`src/pkg/wdog_pkg.sv`:
```
// shared constants and carrier types for the protected-write watchdog
package wdog_pkg;
  // register indices on the plain register port
  localparam logic [1:0] ADDR_CTRL = 2'h0;
  localparam logic [1:0] ADDR_COUNT = 2'h1;
  localparam logic [1:0] ADDR_CLKSEL = 2'h2;
  // control/status field positions
  localparam int CTL_COUNTER_GUARD = 7;
  localparam int CTL_COUNTER_WE = 6;
  localparam int CTL_CTRL_GUARD = 5;
  localparam int CTL_CTRL_WE = 4;
  localparam int CTL_RUN_GUARD = 3;
  localparam int CTL_RUN = 2;
  localparam int CTL_FLAG_GUARD = 1;
  localparam int CTL_FLAG = 0;
  // clock select layout
  localparam int SEL_TOP = 3;
  localparam logic [3:0] CLKSEL_RESET = 4'hF;
  localparam logic [3:0] CLKSEL_RSVD = 4'hF;
  // reset values and top count
  localparam logic [7:0] COUNT_RESET = 8'h00;
  localparam logic [7:0] COUNT_MAX = 8'hFF;
  localparam logic [7:0] RDATA_UNMAPPED = 8'h00;
  // prescaler: bit 5 has a period of 64 system clocks
  localparam int PRESCALE_W = 13;
  localparam logic [3:0] DIV_BASE_BIT = 4'h5;
  // internal reset length in oscillator cycles
  localparam int RESET_HOLD_OSC = 256;
  localparam logic [8:0] RESET_HOLD_LOAD = 9'(RESET_HOLD_OSC);

  typedef struct packed {
    logic [1:0] addr;
    logic [7:0] wdata;
    logic write;
    logic read;
  } reg_req_type;
endpackage

```
`src/design/protected_write_watchdog.sv`:
```
// protected-write 8-bit watchdog with guarded control bits and clock select
`timescale 1ns/10ps
`default_nettype none

module protected_write_watchdog (
  input wire logic core_clk,
  input wire logic rst_n,
  input wire wdog_pkg::reg_req_type reg_req,
  output logic [7:0] reg_rdata,
  input wire logic osc_clk_pin,
  output logic chip_reset_out,
  output logic run_out
);

  logic counter_we_reg;
  logic ctrl_we_reg;
  logic run_bit_reg;
  logic overflow_reset_flag_reg;
  logic [7:0] wdog_counter_reg;
  logic [3:0] clk_sel_reg;
  logic [wdog_pkg::PRESCALE_W-1:0] prescale_reg;
  logic div_prev_reg;
  logic osc_sync1_reg;
  logic osc_sync2_reg;
  logic osc_prev_reg;
  logic [8:0] hold_cnt_reg;
  logic chip_reset_reg;
  logic [7:0] rdata_reg;

  logic ctrl_wr;
  logic count_wr;
  logic sel_wr;
  logic [7:0] wd;
  logic [3:0] div_index;
  logic div_level;
  logic div_tick;
  logic osc_tick;
  logic sel_tick;
  logic count_tick;
  logic overflow;
  logic [7:0] ctrl_view;

  assign wd = reg_req.wdata;
  assign ctrl_wr = reg_req.write && (reg_req.addr == wdog_pkg::ADDR_CTRL);
  assign count_wr = reg_req.write && (reg_req.addr == wdog_pkg::ADDR_COUNT);
  assign sel_wr = reg_req.write && (reg_req.addr == wdog_pkg::ADDR_CLKSEL);

  // control write-enable guards
  // bit 7 gates counter enable
  always_ff @(posedge core_clk) begin
    if (!rst_n) begin
      counter_we_reg <= 1'b0;
    end else if (ctrl_wr && !wd[wdog_pkg::CTL_COUNTER_GUARD]) begin
      counter_we_reg <= wd[wdog_pkg::CTL_COUNTER_WE];
    end
  end

  always_ff @(posedge core_clk) begin
    if (!rst_n) begin
      ctrl_we_reg <= 1'b0;
    end else if (ctrl_wr && !wd[wdog_pkg::CTL_CTRL_GUARD]) begin
      ctrl_we_reg <= wd[wdog_pkg::CTL_CTRL_WE];
    end
  end

  always_ff @(posedge core_clk) begin
    if (!rst_n) begin
      run_bit_reg <= 1'b0;
    end else if (ctrl_wr && ctrl_we_reg && !wd[wdog_pkg::CTL_RUN_GUARD]) begin
      run_bit_reg <= wd[wdog_pkg::CTL_RUN];
    end
  end

  // set wins over a same-cycle clearing write
  // reset flag
  always_ff @(posedge core_clk) begin
    if (!rst_n) begin
      overflow_reset_flag_reg <= 1'b0;
    end else if (overflow) begin
      overflow_reset_flag_reg <= 1'b1;
    end else if (ctrl_wr && ctrl_we_reg && !wd[wdog_pkg::CTL_FLAG_GUARD]) begin
      overflow_reset_flag_reg <= wd[wdog_pkg::CTL_FLAG];
    end
  end

  always_ff @(posedge core_clk) begin
    if (!rst_n) begin
      clk_sel_reg <= wdog_pkg::CLKSEL_RESET;
    end else if (sel_wr) begin
      clk_sel_reg <= wd[3:0];
    end
  end

  always_ff @(posedge core_clk) begin
    if (!rst_n) begin
      prescale_reg <= '0;
    end else begin
      prescale_reg <= prescale_reg + 1'b1;
    end
  end

  assign div_index = wdog_pkg::DIV_BASE_BIT + {1'b0, clk_sel_reg[2:0]};
  assign div_level = prescale_reg[div_index];

  // a select change can look like a rising edge and add one count
  always_ff @(posedge core_clk) begin
    if (!rst_n) begin
      div_prev_reg <= 1'b0;
    end else begin
      div_prev_reg <= div_level;
    end
  end

  assign div_tick = div_level && !div_prev_reg;

  // oscillator pin is asynchronous: two flops before use
  always_ff @(posedge core_clk) begin
    if (!rst_n) begin
      osc_sync1_reg <= 1'b0;
      osc_sync2_reg <= 1'b0;
      osc_prev_reg <= 1'b0;
    end else begin
      osc_sync1_reg <= osc_clk_pin;
      osc_sync2_reg <= osc_sync1_reg;
      osc_prev_reg <= osc_sync2_reg;
    end
  end

  assign osc_tick = osc_sync2_reg && !osc_prev_reg;

  // top select bit zero picks oscillator
  assign sel_tick = clk_sel_reg[wdog_pkg::SEL_TOP] ? div_tick : osc_tick;

  assign count_tick = run_bit_reg && sel_tick;

  // a software write beats a coincident count, so no overflow then
  // wrap from the top count
  assign overflow = count_tick && !(count_wr && counter_we_reg)
                    && (wdog_counter_reg == wdog_pkg::COUNT_MAX);

  always_ff @(posedge core_clk) begin
    if (!rst_n) begin
      wdog_counter_reg <= wdog_pkg::COUNT_RESET;
    end else if (count_wr && counter_we_reg) begin
      wdog_counter_reg <= wd;
    end else if (count_tick) begin
      wdog_counter_reg <= wdog_counter_reg + 8'h01;
    end
  end

  // a new overflow while held restarts the full length
  // hold internal reset
  always_ff @(posedge core_clk) begin
    if (!rst_n) begin
      hold_cnt_reg <= 9'h000;
    end else if (overflow) begin
      hold_cnt_reg <= wdog_pkg::RESET_HOLD_LOAD;
    end else if (osc_tick && (hold_cnt_reg != 9'h000)) begin
      hold_cnt_reg <= hold_cnt_reg - 9'h001;
    end
  end

  always_ff @(posedge core_clk) begin
    if (!rst_n) begin
      chip_reset_reg <= 1'b0;
    end else if (overflow) begin
      chip_reset_reg <= 1'b1;
    end else if (osc_tick && (hold_cnt_reg == 9'h001)) begin
      chip_reset_reg <= 1'b0;
    end
  end

  assign ctrl_view = {1'b1, counter_we_reg, 1'b1, ctrl_we_reg,
                      1'b1, run_bit_reg, 1'b1, overflow_reset_flag_reg};

  // read data valid the cycle after the strobe
  always_ff @(posedge core_clk) begin
    if (!rst_n) begin
      rdata_reg <= wdog_pkg::RDATA_UNMAPPED;
    end else if (reg_req.read) begin
      unique case (reg_req.addr)
        wdog_pkg::ADDR_CTRL: begin
          rdata_reg <= ctrl_view;
        end
        wdog_pkg::ADDR_COUNT: begin
          rdata_reg <= wdog_counter_reg;
        end
        wdog_pkg::ADDR_CLKSEL: begin
          rdata_reg <= {wdog_pkg::CLKSEL_RSVD, clk_sel_reg};
        end
        default: begin
          rdata_reg <= wdog_pkg::RDATA_UNMAPPED;
        end
      endcase
    end else begin
      rdata_reg <= wdog_pkg::RDATA_UNMAPPED;
    end
  end

  assign reg_rdata = rdata_reg;
  assign chip_reset_out = chip_reset_reg;
  assign run_out = run_bit_reg;
endmodule // protected_write_watchdog

`default_nettype wire

```
`config.mk`:
```
export PLATFORM = sky130hd
export DESIGN_NAME = protected_write_watchdog
export DESIGN_NICKNAME = d
export VERILOG_FILES = /design/src/pkg/wdog_pkg.sv /design/src/design/protected_write_watchdog.sv
export SDC_FILE = /design/constraint.sdc
export NUM_CORES = 1
export LEC_CHECK = 0
export BUFFER_PORTS_ARGS = -buffer_cell sky130_fd_sc_hd__clkbuf_2
export CORE_AREA = 2 2 82 60
export CTS_CLUSTER_SIZE = 24
export DETAILED_ROUTE_END_ITERATION = 10
export DIE_AREA = 0 0 84 62
export PLACE_DENSITY = 0.74
export SYNTH_ARGS = -nofsm -noshare
export SYNTH_HDL_FRONTEND = slang
export SYNTH_SLANG_ARGS = --single-unit
```
`constraint.sdc`:
```
create_clock -name core_clk -period 2.3 [get_ports core_clk]
set_input_delay 0.23 -clock core_clk [delete_from_list [all_inputs] [get_ports core_clk]]
set_output_delay 0.23 -clock core_clk [all_outputs]
set_load 0.03 [all_outputs]
```
# Yosys cells after proc, flatten, opt, wreduce, memory -nomap -nowiden
# Cells that the tools add are included.
[word_totals]
word_cells = 68
reg_bits = 51
input_bits = 15
out_inout_bits = 10
[op_classes]
n_bitwise = 1
add_sub_neg = 4
reduce_logical = 31
n_mux = 12
eq_ne = 4
magnitude_cmp = 1
[op_table]
columns = ["operator", "count"]
rows = [
  ["8-bit one-hot mux with 3 select lines", 1],
  ["9-bit 2-to-1 mux", 2],
  ["1-bit logical AND", 16],
  ["8-bit 2-to-1 mux", 2],
  ["13-bit by 1-bit adder with 13-bit output (second input constant)", 1],
  ["9-bit by 1-bit equality test with 1-bit output (second input constant)", 1],
  ["9-bit nonzero test", 1],
  ["9-bit by 1-bit subtractor with 9-bit output (second input constant)", 1],
  ["8-bit by 1-bit adder with 8-bit output (second input constant)", 1],
  ["8-bit equality test (second input constant)", 1],
  ["2-bit nonzero test", 4],
  ["1-bit logical NOT", 7],
  ["1-bit 2-to-1 mux", 6],
  ["4-bit by 5-bit < comparator with 1-bit output (second input constant)", 1],
  ["3-bit by 3-bit adder with 4-bit output (first input constant)", 1],
  ["1-bit binary-select mux with 4-bit select", 1],
  ["2-bit by 1-bit equality test with 1-bit output (second input constant)", 1],
  ["2-bit equality test (second input constant)", 1],
  ["2-bit logical NOT", 1],
  ["2-bit AND reduction", 1],
  ["2-bit OR reduction", 1],
  ["1-bit inverter", 1],
]

# Longest topological paths before layout
# Gate-level depths: netlist (run 1).
[depth]
depth_word = 9
mapped_depth = 8

# Worst setup path after synthesis (run 1)
# OpenSTA, ideal clock, no wires.
[synth_path]
kind = "flip-flop to flip-flop"
startpoint = "reg clk_sel_reg[1]"
endpoint = "reg hold_cnt_reg[0]"
setup_slack_ns = 0.159
t_arrival_ns = 2.014
path_stages_with_launch = 9
period_less_slack_ns = 2.141
cell_sequence = "dfxtp_1 -> ha_1 -> nor3b_1 -> a2bb2oi_1 -> a311oi_2 -> a221o_1 -> buf_4 -> o21ai_2 -> nor2_1"
[synth_between]
elab_chain_cells = 9
[synth_rtl]
columns = ["element", "line_no", "source"]
rows = [
  ["start, declared", "protected_write_watchdog.sv:20", "logic [3:0] clk_sel_reg;"],
  ["start signal, assigned", "protected_write_watchdog.sv:88", "clk_sel_reg <= wdog_pkg::CLKSEL_RESET;"],
  ["start signal, assigned", "protected_write_watchdog.sv:90", "clk_sel_reg <= wd[3:0];"],
  ["3-bit by 3-bit adder with 4-bit output", "protected_write_watchdog.sv:102", "assign div_index = wdog_pkg::DIV_BASE_BIT + {1'b0, clk_sel_reg[2:0]};"],
  ["1-bit binary-select mux with 4-bit select", "protected_write_watchdog.sv:103", "assign div_level = prescale_reg[div_index];"],
  ["1-bit 2-to-1 mux (not written as such)", "protected_write_watchdog.sv:103", ""],
  ["1-bit logical AND", "protected_write_watchdog.sv:114", "assign div_tick = div_level && !div_prev_reg;"],
  ["1-bit 2-to-1 mux", "protected_write_watchdog.sv:132", "assign sel_tick = clk_sel_reg[wdog_pkg::SEL_TOP] ? div_tick : osc_tick;"],
  ["1-bit logical AND", "protected_write_watchdog.sv:134", "assign count_tick = run_bit_reg && sel_tick;"],
  ["1-bit logical AND", "protected_write_watchdog.sv:138", "assign overflow = count_tick && !(count_wr && counter_we_reg)"],
  ["1-bit logical AND", "protected_write_watchdog.sv:139", "&& (wdog_counter_reg == wdog_pkg::COUNT_MAX);"],
  ["2-bit OR reduction (no line)", "-", ""],
  ["end signal, assigned", "protected_write_watchdog.sv:157", "hold_cnt_reg <= wdog_pkg::RESET_HOLD_LOAD;"],
  ["end signal, assigned", "protected_write_watchdog.sv:159", "hold_cnt_reg <= hold_cnt_reg - 9'h001;"],
  ["end, declared", "protected_write_watchdog.sv:26", "logic [8:0] hold_cnt_reg;"],
]
# No other way between the ends. The select of a mux whose other input is x is not followed.
# A chain may end at the register's enable or synchronous reset.

# Worst setup path after layout (run 1)
[layout_path]
startpoint = "reg clk_sel_reg[1]"
endpoint = "reg wdog_counter_reg[6]"
[layout_between]
elab_chain_cells = 7
[layout_rtl]
columns = ["element", "line_no", "source"]
rows = [
  ["3-bit by 3-bit adder with 4-bit output", "protected_write_watchdog.sv:102", ""],
  ["1-bit binary-select mux with 4-bit select", "protected_write_watchdog.sv:103", ""],
  ["1-bit 2-to-1 mux (not written as such)", "protected_write_watchdog.sv:103", ""],
  ["1-bit logical AND", "protected_write_watchdog.sv:114", ""],
  ["1-bit 2-to-1 mux", "protected_write_watchdog.sv:132", ""],
  ["1-bit logical AND", "protected_write_watchdog.sv:134", ""],
  ["2-bit nonzero test (no line)", "-", ""],
  ["end signal, assigned", "protected_write_watchdog.sv:143", "wdog_counter_reg <= wdog_pkg::COUNT_RESET;"],
  ["end signal, assigned", "protected_write_watchdog.sv:145", "wdog_counter_reg <= wd;"],
  ["end signal, assigned", "protected_write_watchdog.sv:147", "wdog_counter_reg <= wdog_counter_reg + 8'h01;"],
  ["end, declared", "protected_write_watchdog.sv:19", "logic [7:0] wdog_counter_reg;"],
]
# No other way between the ends. The select of a mux whose other input is x is not followed.

==> results of run 1 <==
worst max-delay path, stage by stage, from the launching register on:
cell and delay (ns):
dfxtp_1 0.34, ha_4 0.19, buf_4 0.15, nand2b_1 0.13
a21oi_1 0.17, o22ai_2 0.13, a221o_2 0.45, or4_1 0.41
a31oi_1 0.16
worst paths after layout:
path,slack (ns),cells past startpoint,to
hold reg to reg,0.43,1,osc_sync2_reg
setup reg to reg,0.09,8,wdog_counter_reg[6]
hold / removal,0.13,2,osc_sync1_reg
setup / recovery,0.09,8,wdog_counter_reg[6]
power breakdown:
| group | internal, mW | switching, mW | leakage [nW] | total (mW) |
|---|---|---|---|---|
| logic | 0.0957 | 0.127 | 0.670 | 0.223 |
| clock network | 0.214 | 0.282 | 0.0422 | 0.496 |
| registers | 0.910 | 0.0223 | 0.413 | 0.932 |
| total | 1.22 | 0.431 | 1.13 | 1.65 |
layer usage:
layer | vias up | global-route usage (%)
li1 | 1087 | -
met1 | 1006 | 32.9
met2 | 88 | 29.8
met3 | 7 | 4.62
met4 | 0 | 4.84
met5 | - | 0
cells by family after synthesis:
kind of cell	after synthesis	synth area share, %
adders and majority gates	6	3.04
and+or+nand+nor	122	26.0
xor gates and xnor gates	18	6.38
AOI/OAI and AO/OA	61	16.4
DFF	51	41.3
muxes	7	3.44
buffers and inverters	21	3.44
cell type report:
type                    instances  area (um2)
clock buffers                   7        76.3
multi-input cells             215        1420
fillers                       403        1710
inverters                      10        37.5
flip-flops and latches         51        1020
repair buffers                 35         203
well taps                      57        71.3
clock inverters                 1        5.00
per-stage QoR:
stage / hold slack (ns) / util (%) / area [um2] / setup TNS [ns] / total power [mW]
after floorplan: 0.357 / - / 2470 / 0 / 1.09
after global placement: 0.417 / 59.2 / 2690 / -0.0126 / 1.15
after detailed placement: 0.421 / 59.2 / 2690 / -1.21 / 1.15
after CTS: 0.130 / 61.3 / 2790 / 0 / 1.64
after global routing: 0.146 / 62.4 / 2840 / -0.00234 / 1.72
final: 0.133 / 62.4 / 2840 / 0 / 1.65
cells in the mapped netlist, types with 3 or more instances:
cell and number:
nand2b_1 5, o21ai_0 17, and3_1 7, dfxtp_1 51, nor4_1 3, a21boi_0 4
a21boi_1 3, ha_1 6, nor2_1 29, a221oi_1 3, mux2i_1 4, nor2b_1 5
a21oi_1 10, clkbuf_1 8, nand4_1 7, a31oi_1 10, o31ai_1 3, nand3_1 17
xor2_1 5, or3_1 7, inv_1 10, and2_1 15, nand3b_1 3, nand2_1 16
xnor2_1 13
what timing repair did:
action,in CTS,in global routing
gates cloned,0,1
pin swaps,0,2
setup buffers,0,1
hold endpoints to repair,0,0
endpoints found under the setup margin,18,15
gates resized for setup,4,6
==> flow_metrics.tcl, run 1 <==
set metrics [dict create \
    status "finished clean" \
    grt-ovfl-total 0 \
    globalRouteTotalUtil_pct 21.2 \
    period_needed_ns 2.21 \
    maxCapViolCount 0 \
    p_leak_nw 1.13 \
    ant_nets 0 \
    r2r_start "clk_sel_reg[1]" \
    core_area_um2 4550 \
    seq_area_frac_synth_pct 41.3 \
    ir_drop_uv 429 \
    synthArstFlopShare_pct 0 \
    syn-cell-area_um2 2470 \
    worst_pin_slew_ns 0.610 \
    fin_cells 376 \
    ys_warn_count 0 \
    worstSetupStartpointType "register" \
    grt_pass1_wl_um 8730 \
    drc 0 \
    ys.flop_type "dfxtp_1" \
    fmax_mhz 453 \
    firstDrtPassIters 5 \
    dieWidth_um 84 \
    synth_cell_types 46 \
    syn_inst 286 \
    vias 2188 \
    antenna_found_initial 0 \
    critPathKind "register to register" \
    die_y_um 62 \
    syn_area_per_cell_um2 8.64 \
    synth_top_area_share_pct 41.3 \
    cts_tree "done" \
    min_from "osc_clk_pin" \
    fin_ws_ns 0.0923 \
    top_layer "met4" \
    critPathCaptureType "register" \
    largest_register_ffs 13 \
    start_util_pct 54.4 \
    relSlewSlack_pct 58.9 \
    grt_pass1_vias 1782 \
    hold_viol_final 0 \
    final_max_slew_viol_count 0 \
    synth_area_leaders "dfxtp_1 (41%), xnor2_1 (4.6%), nor2_1 (4.4%), and2_1 (3.8%), nand3_1 (3.4%)" \
    crit_arrival_ns 2.45 \
    clk_latency_ns 0.30 \
    layout_commonest_cell "dfxtp_1" \
    drive_above_1_share_pct 16.6 \
    place_congestion 0.907 \
    wl_met2_um 2140 \
    rows 21 \
    place_hpwl_um 3710 \
    num_io_pins 25 \
    drt_wl_total_um 5380 \
    root_buffer "clkbuf_8" \
    grt_start_max_net_pins 36 \
    syn_to_final_growth_pct 14.8 \
    path_clk_slew_ns 0.09 \
    ctsHtreeMaxLevel 2 \
    synth_edf_count 0 \
    syn_nets 307 \
    synth-seq-cells 51 \
    hp-class "input pin to register" \
    fp.dieArea_um2 5210 \
    final_nets 339 \
    final_cell_mix "dfxtp_1 (50), nor2_1 (29), clkbuf_2 (24)" \
    drt_iter0_drc 199 \
    crit_start "clk_sel_reg[1]" \
    clockBufferDepth 2 \
    synth_top_area_cell "dfxtp_1" \
    setup_viol 0 \
    powerDensity_nw_per_um2 582 \
    dp_cells 366 \
    wl_met1_um 2830 \
    cts_buffers 5 \
    n_antenna_cell 0 \
    wl_per_cell_um 14.3 \
    worstPathMaxFanout 6 \
    dp_worst_setup_slack_ns -0.148 \
    required_ns 2.54 \
    wl_met3_um 376 \
    numClockSinks 51 \
    fin_crit_sh_pct 96.0 \
    skew_ns 0.00848 \
    cts_hold_buf 0 \
    io_buffers 24 \
    vias_per_cell 5.82 \
]
Power figures use the tool's default switching activity.
==> run 2: changes to the inputs <==
- CELL_PAD_IN_SITES_DETAIL_PLACEMENT: default -> 1
- CELL_PAD_IN_SITES_GLOBAL_PLACEMENT: default -> 1
- CORE_AREA: 2 2 82 60 -> 2 2 93 68
- DIE_AREA: 0 0 84 62 -> 0 0 95 70
- PLACE_DENSITY: 0.74 -> 0.75
==> flow_metrics.tcl, run 2 (synthesis results as in run 1) <==
set metrics [dict create \
    maxCapViolCount 0 \
    place_hpwl_um 4820 \
    drc 0 \
    worstPathMaxFanout 8 \
    root_buffer "clkbuf_8" \
    hold_end "osc_sync1_reg" \
    powerDensity_nw_per_um2 585 \
    skew_ns 0.00821 \
    p_leak_nw 1.12 \
    r2r_end "hold_cnt_reg[1]" \
    place_congestion 0.835 \
    drt_wl_total_um 6560 \
    syn_to_final_growth_pct 16.2 \
    rsz0062_at_grt "yes" \
    slowest_delay_ns 0.34 \
    ctsHtreeMaxLevel 2 \
    vias_per_cell 5.47 \
    worstSetupStartpointType "register" \
    r2r_start "clk_sel_reg[1]" \
    hold_viol_final 0 \
    relSlewSlack_pct 63.9 \
    rows 24 \
    required_ns 2.53 \
    globalRouteTotalUtil_pct 21.5 \
    num_io_pins 25 \
    final_cell_mix "dfxtp_1 (49), nor2_1 (29), clkbuf_2 (24)" \
    grt_pass1_wl_um 11000 \
    critPathCaptureType "register" \
    antenna_found_initial 0 \
    n_fill_cell 741 \
    postLayoutCoreUtil_pct 48.5 \
    tns_ns 0 \
    path_cells "ha_4, mux2_1, a31oi_1, and3_1, a221o_1, buf_4, o21ai_4, a211oi_2" \
    setup_viol 0 \
    ir_drop_uv 247 \
    clockBufferDepth 2 \
    wl_per_cell_um 16.5 \
    place_area_um2 2720 \
    firstDrtPassIters 4 \
    grt-ovfl-total 0 \
    fin_ws_ns 0.113 \
    r2r_slack_ns 0.11 \
    cts_tree "done" \
    clk_latency_ns 0.31 \
    dieWidth_um 95 \
    cts_hold_buf 0 \
    grt_start_max_net_pins 37 \
    final_cell_area_um2 2870 \
    io_buffers 24 \
    numClockSinks 51 \
    n_antenna_cell 0 \
    crit_path_top_delay_cell "dfxtp_2" \
    hp-class "input pin to register" \
    min_path_cells 2 \
    critPathBufInv 1 \
    layout_commonest_cell "dfxtp_1" \
    cts_buffers 5 \
    core_area_um2 5920 \
    vias 2172 \
    r2r_cells 8 \
    drive_above_1_share_pct 17.2 \
    crit_arrival_ns 2.42 \
    path_clk_slew_ns 0.09 \
    largest_register_ffs 13 \
    critPathKind "register to register" \
    dp_worst_setup_slack_ns -0.178 \
    period_needed_ns 2.19 \
    worst_pin_slew_ns 0.537 \
    ant_nets 0 \
    drt_iter0_drc 126 \
    die_y_um 70 \
    start_util_pct 41.8 \
    grt_pass1_vias 2202 \
    final_max_slew_viol_count 0 \
    fmax_mhz 457 \
    p_total_mw 1.68 \
    fp.dieArea_um2 6650 \
    final_nets 339 \
    path_delay_family "compound AO/OA/AOI/OAI gates" \
    min_from "osc_clk_pin" \
    status "finished clean" \
    fin_crit_sh_pct 95.1 \
]
run 2: worst max-delay path by stage:
stage	endpoint	cells past startpoint	start	slack, ns
6_report	hold_cnt_reg[1]	8	clk_sel_reg[1]	0.11
5_1_grt	hold_cnt_reg[1]	8	clk_sel_reg[0]	-0.01
4_1_cts	hold_cnt_reg[1]	8	clk_sel_reg[1]	0.01
3_5_place_dp	hold_cnt_reg[7]	8	clk_sel_reg[0]	-0.18
3_3_place_gp	hold_cnt_reg[5]	8	clk_sel_reg[0]	-0.01
2_1_floorplan	hold_cnt_reg[0]	8	clk_sel_reg[1]	0.16
run 2: layer usage:
| metal | GRT usage [%] | vias up | part of all wire [%] |
|---|---|---|---|
| met2 | 33.1 | 45 | 44 |
| met5 | 0 | - | 0 |
| li1 | - | 1079 | - |
| met4 | 4.83 | 0 | 0.94 |
| met1 | 31.0 | 1041 | 51 |
| met3 | 4.53 | 7 | 4.1 |
run 2: cell type report:
class / instances / area [um2] / share of cell area, %
inverter: 10 / 37.5 / 1.31
timing repair buffer: 36 / 210 / 7.32
clock inverter: 1 / 5.00 / 0.174
multi-input combinational: 214 / 1420 / 49.5
tap: 78 / 97.6 / 3.40
sequential: 51 / 1020 / 35.7
clock buffer: 7 / 76.3 / 2.66
run 2: report_power, final:
group | internal, mW | switching (mW) | total [mW]
combinational | 0.0971 | 0.132 | 0.229
sequential | 0.910 | 0.0242 | 0.934
clock | 0.215 | 0.302 | 0.517
run 2: metrics by stage:
step                std cells  hold slack [ns]
floorplan                 286            0.357
global placement          388            0.418
detailed placement        388            0.426
CTS                       396            0.114
global route              397            0.124
finish                    397            0.122
run 2: timing repair:
action,in CTS,in global routing
pin swaps,0,3
endpoints found under the setup margin,17,18
setup buffers,0,1
gates resized for setup,5,7
==> run 3: changes to the inputs <==
- clock period: 2.3 -> 2.08 ns (I/O delays scaled with it)
==> flow_metrics.tcl, run 3 (synthesis results as in run 1) <==
set metrics [dict create \
    critPathKind "register to register" \
    n_antenna_cell 0 \
    skew_ns 0.00657 \
    dieWidth_um 95 \
    ctsHtreeMaxLevel 2 \
    hold_viol_final 0 \
    p_leak_nw 1.17 \
    maxCapViolCount 0 \
    cts_buffers 5 \
    failed_checks "setup timing" \
    r2r_start "clk_sel_reg[0]" \
    required_ns 2.31 \
    numClockSinks 51 \
    drc 0 \
    largest_register_ffs 13 \
    hp-class "input pin to register" \
    place_hpwl_um 4910 \
    rsz0062_at_grt "yes" \
    layout_commonest_cell "dfxtp_1" \
    clk_latency_ns 0.31 \
    tns_ns -1.64 \
    start_util_pct 41.8 \
    hold_end "osc_sync1_reg" \
    relSlewSlack_pct 71.0 \
    fin_crit_sh_pct 109 \
    ant_nets 0 \
    final_nets 345 \
    setup_viol 19 \
    worstSetupStartpointType "register" \
    powerDensity_nw_per_um2 642 \
    core_area_um2 5920 \
    io_buffers 24 \
    ir_drop_uv 280 \
    grt-ovfl-total 0 \
    vias_per_cell 5.66 \
    fin_cells 403 \
    critPathCaptureType "register" \
    min_from "osc_clk_pin" \
    drt_wl_total_um 6990 \
    drive_above_1_share_pct 22.8 \
    worstPathMaxFanout 5 \
    fp.dieArea_um2 6650 \
    place_congestion 0.808 \
    grt_pass1_vias 2310 \
    path_clk_slew_ns 0.09 \
    r2r_slack_ns -0.18 \
    grt_pass1_wl_um 11700 \
    fmax_mhz 442 \
    syn_to_final_growth_pct 22.9 \
    r2r_cells 7 \
    n_fill_cell 702 \
    fin_ws_ns -0.182 \
    wl_per_cell_um 17.4 \
    r2r_end "wdog_counter_reg[4]" \
    final_max_slew_viol_count 0 \
    num_io_pins 25 \
    drt_iter0_drc 128 \
    min_path_cells 2 \
    cts_tree "done" \
    root_buffer "clkbuf_8" \
    multi_input_area_um2 1530 \
    dp_cells 391 \
    crit_arrival_ns 2.49 \
    die_y_um 70 \
    antenna_found_initial 0 \
    period_needed_ns 2.26 \
    firstDrtPassIters 4 \
    clockBufferDepth 2 \
    seq_area_um2 1020 \
    grt_start_max_net_pins 37 \
    status "finished with violations" \
    worst_pin_slew_ns 0.434 \
    cts_hold_buf 0 \
    globalRouteTotalUtil_pct 22.4 \
    vias 2281 \
    final_cell_mix "dfxtp_1 (50), nor2_1 (29), clkbuf_2 (24)" \
    rows 24 \
]
[run 3: changes by cell type in the layout (fill, tap and decap cells not counted), sizes merged]
cell	change
buf	+5
a221o	+1
clkbuf	+1
clkinv	-1
[run 3: critical path: stages, from the launching register on]
cell and delay [ns]:
dfxtp_4 0.38, buf_4 0.14, mux4_2 0.55, a311oi_4 0.36, buf_4 0.17, a221o_1 0.22, o21ai_0 0.16, a31oi_1 0.21
[run 3: how the worst max path moves through the flow]
stage	from	slack (ns)	depth (start not counted)	to
6_report	clk_sel_reg[0]	-0.18	7	wdog_counter_reg[4]
3_3_place_gp	clk_sel_reg[0]	-0.11	7	chip_reset_out
3_5_place_dp	clk_sel_reg[0]	-0.25	8	hold_cnt_reg[8]
2_1_floorplan	clk_sel_reg[1]	0.04	7	wdog_counter_reg[6]
5_1_grt	clk_sel_reg[0]	-0.26	7	wdog_counter_reg[4]
4_1_cts	clk_sel_reg[0]	-0.1	7	wdog_counter_reg[6]
[run 3: area by class of cell]
class / count / area share [%]
Multi-Input combinational cell: 215 / 50.4
Sequential cell: 51 / 33.7
Timing Repair Buffer: 41 / 8.15
Clock buffer: 8 / 3.29
Tap cell: 78 / 3.21
Inverter: 10 / 1.24
[run 3: what timing repair did]
item / CTS / global route
hold endpoints to repair: 0 / 0
pin swaps: 14 / 9
endpoints found under the setup margin: 19 / 19
setup buffers: 1 / 2
gates resized for setup: 14 / 14
gates cloned: 1 / 0
[run 3: layer usage]
metal	global-route usage, %	part of all wire, %	routed length, um	up-vias
li1	-	-	-	1098
met1	31.7	49	3410	1113
met2	34.6	45	3120	56
met3	4.85	4.7	332	14
met4	5.96	1.9	131	0
met5	0	0	0	-
[run 3: power breakdown]
| group | internal [mW] | switching [mW] |
|---|---|---|
| Sequential | 1.01 | 0.0265 |
| Combinational | 0.122 | 0.164 |
| Clock | 0.304 | 0.329 |
[run 3: metrics by stage]
stage | hold WS [ns] | util, % | power (mW) | setup slack [ns] | area [um2]
after global routing | 0.113 | 51.4 | 2.04 | -0.261 | 3040
after detailed placement | 0.424 | 46.8 | 1.30 | -0.245 | 2770
after CTS | 0.103 | 50.0 | 1.95 | -0.0978 | 2960
final | 0.107 | 51.4 | 1.95 | -0.182 | 3040
after global placement | 0.418 | 46.8 | 1.29 | -0.111 | 2770
after floorplan | 0.335 | - | 1.21 | 0.0420 | 2500
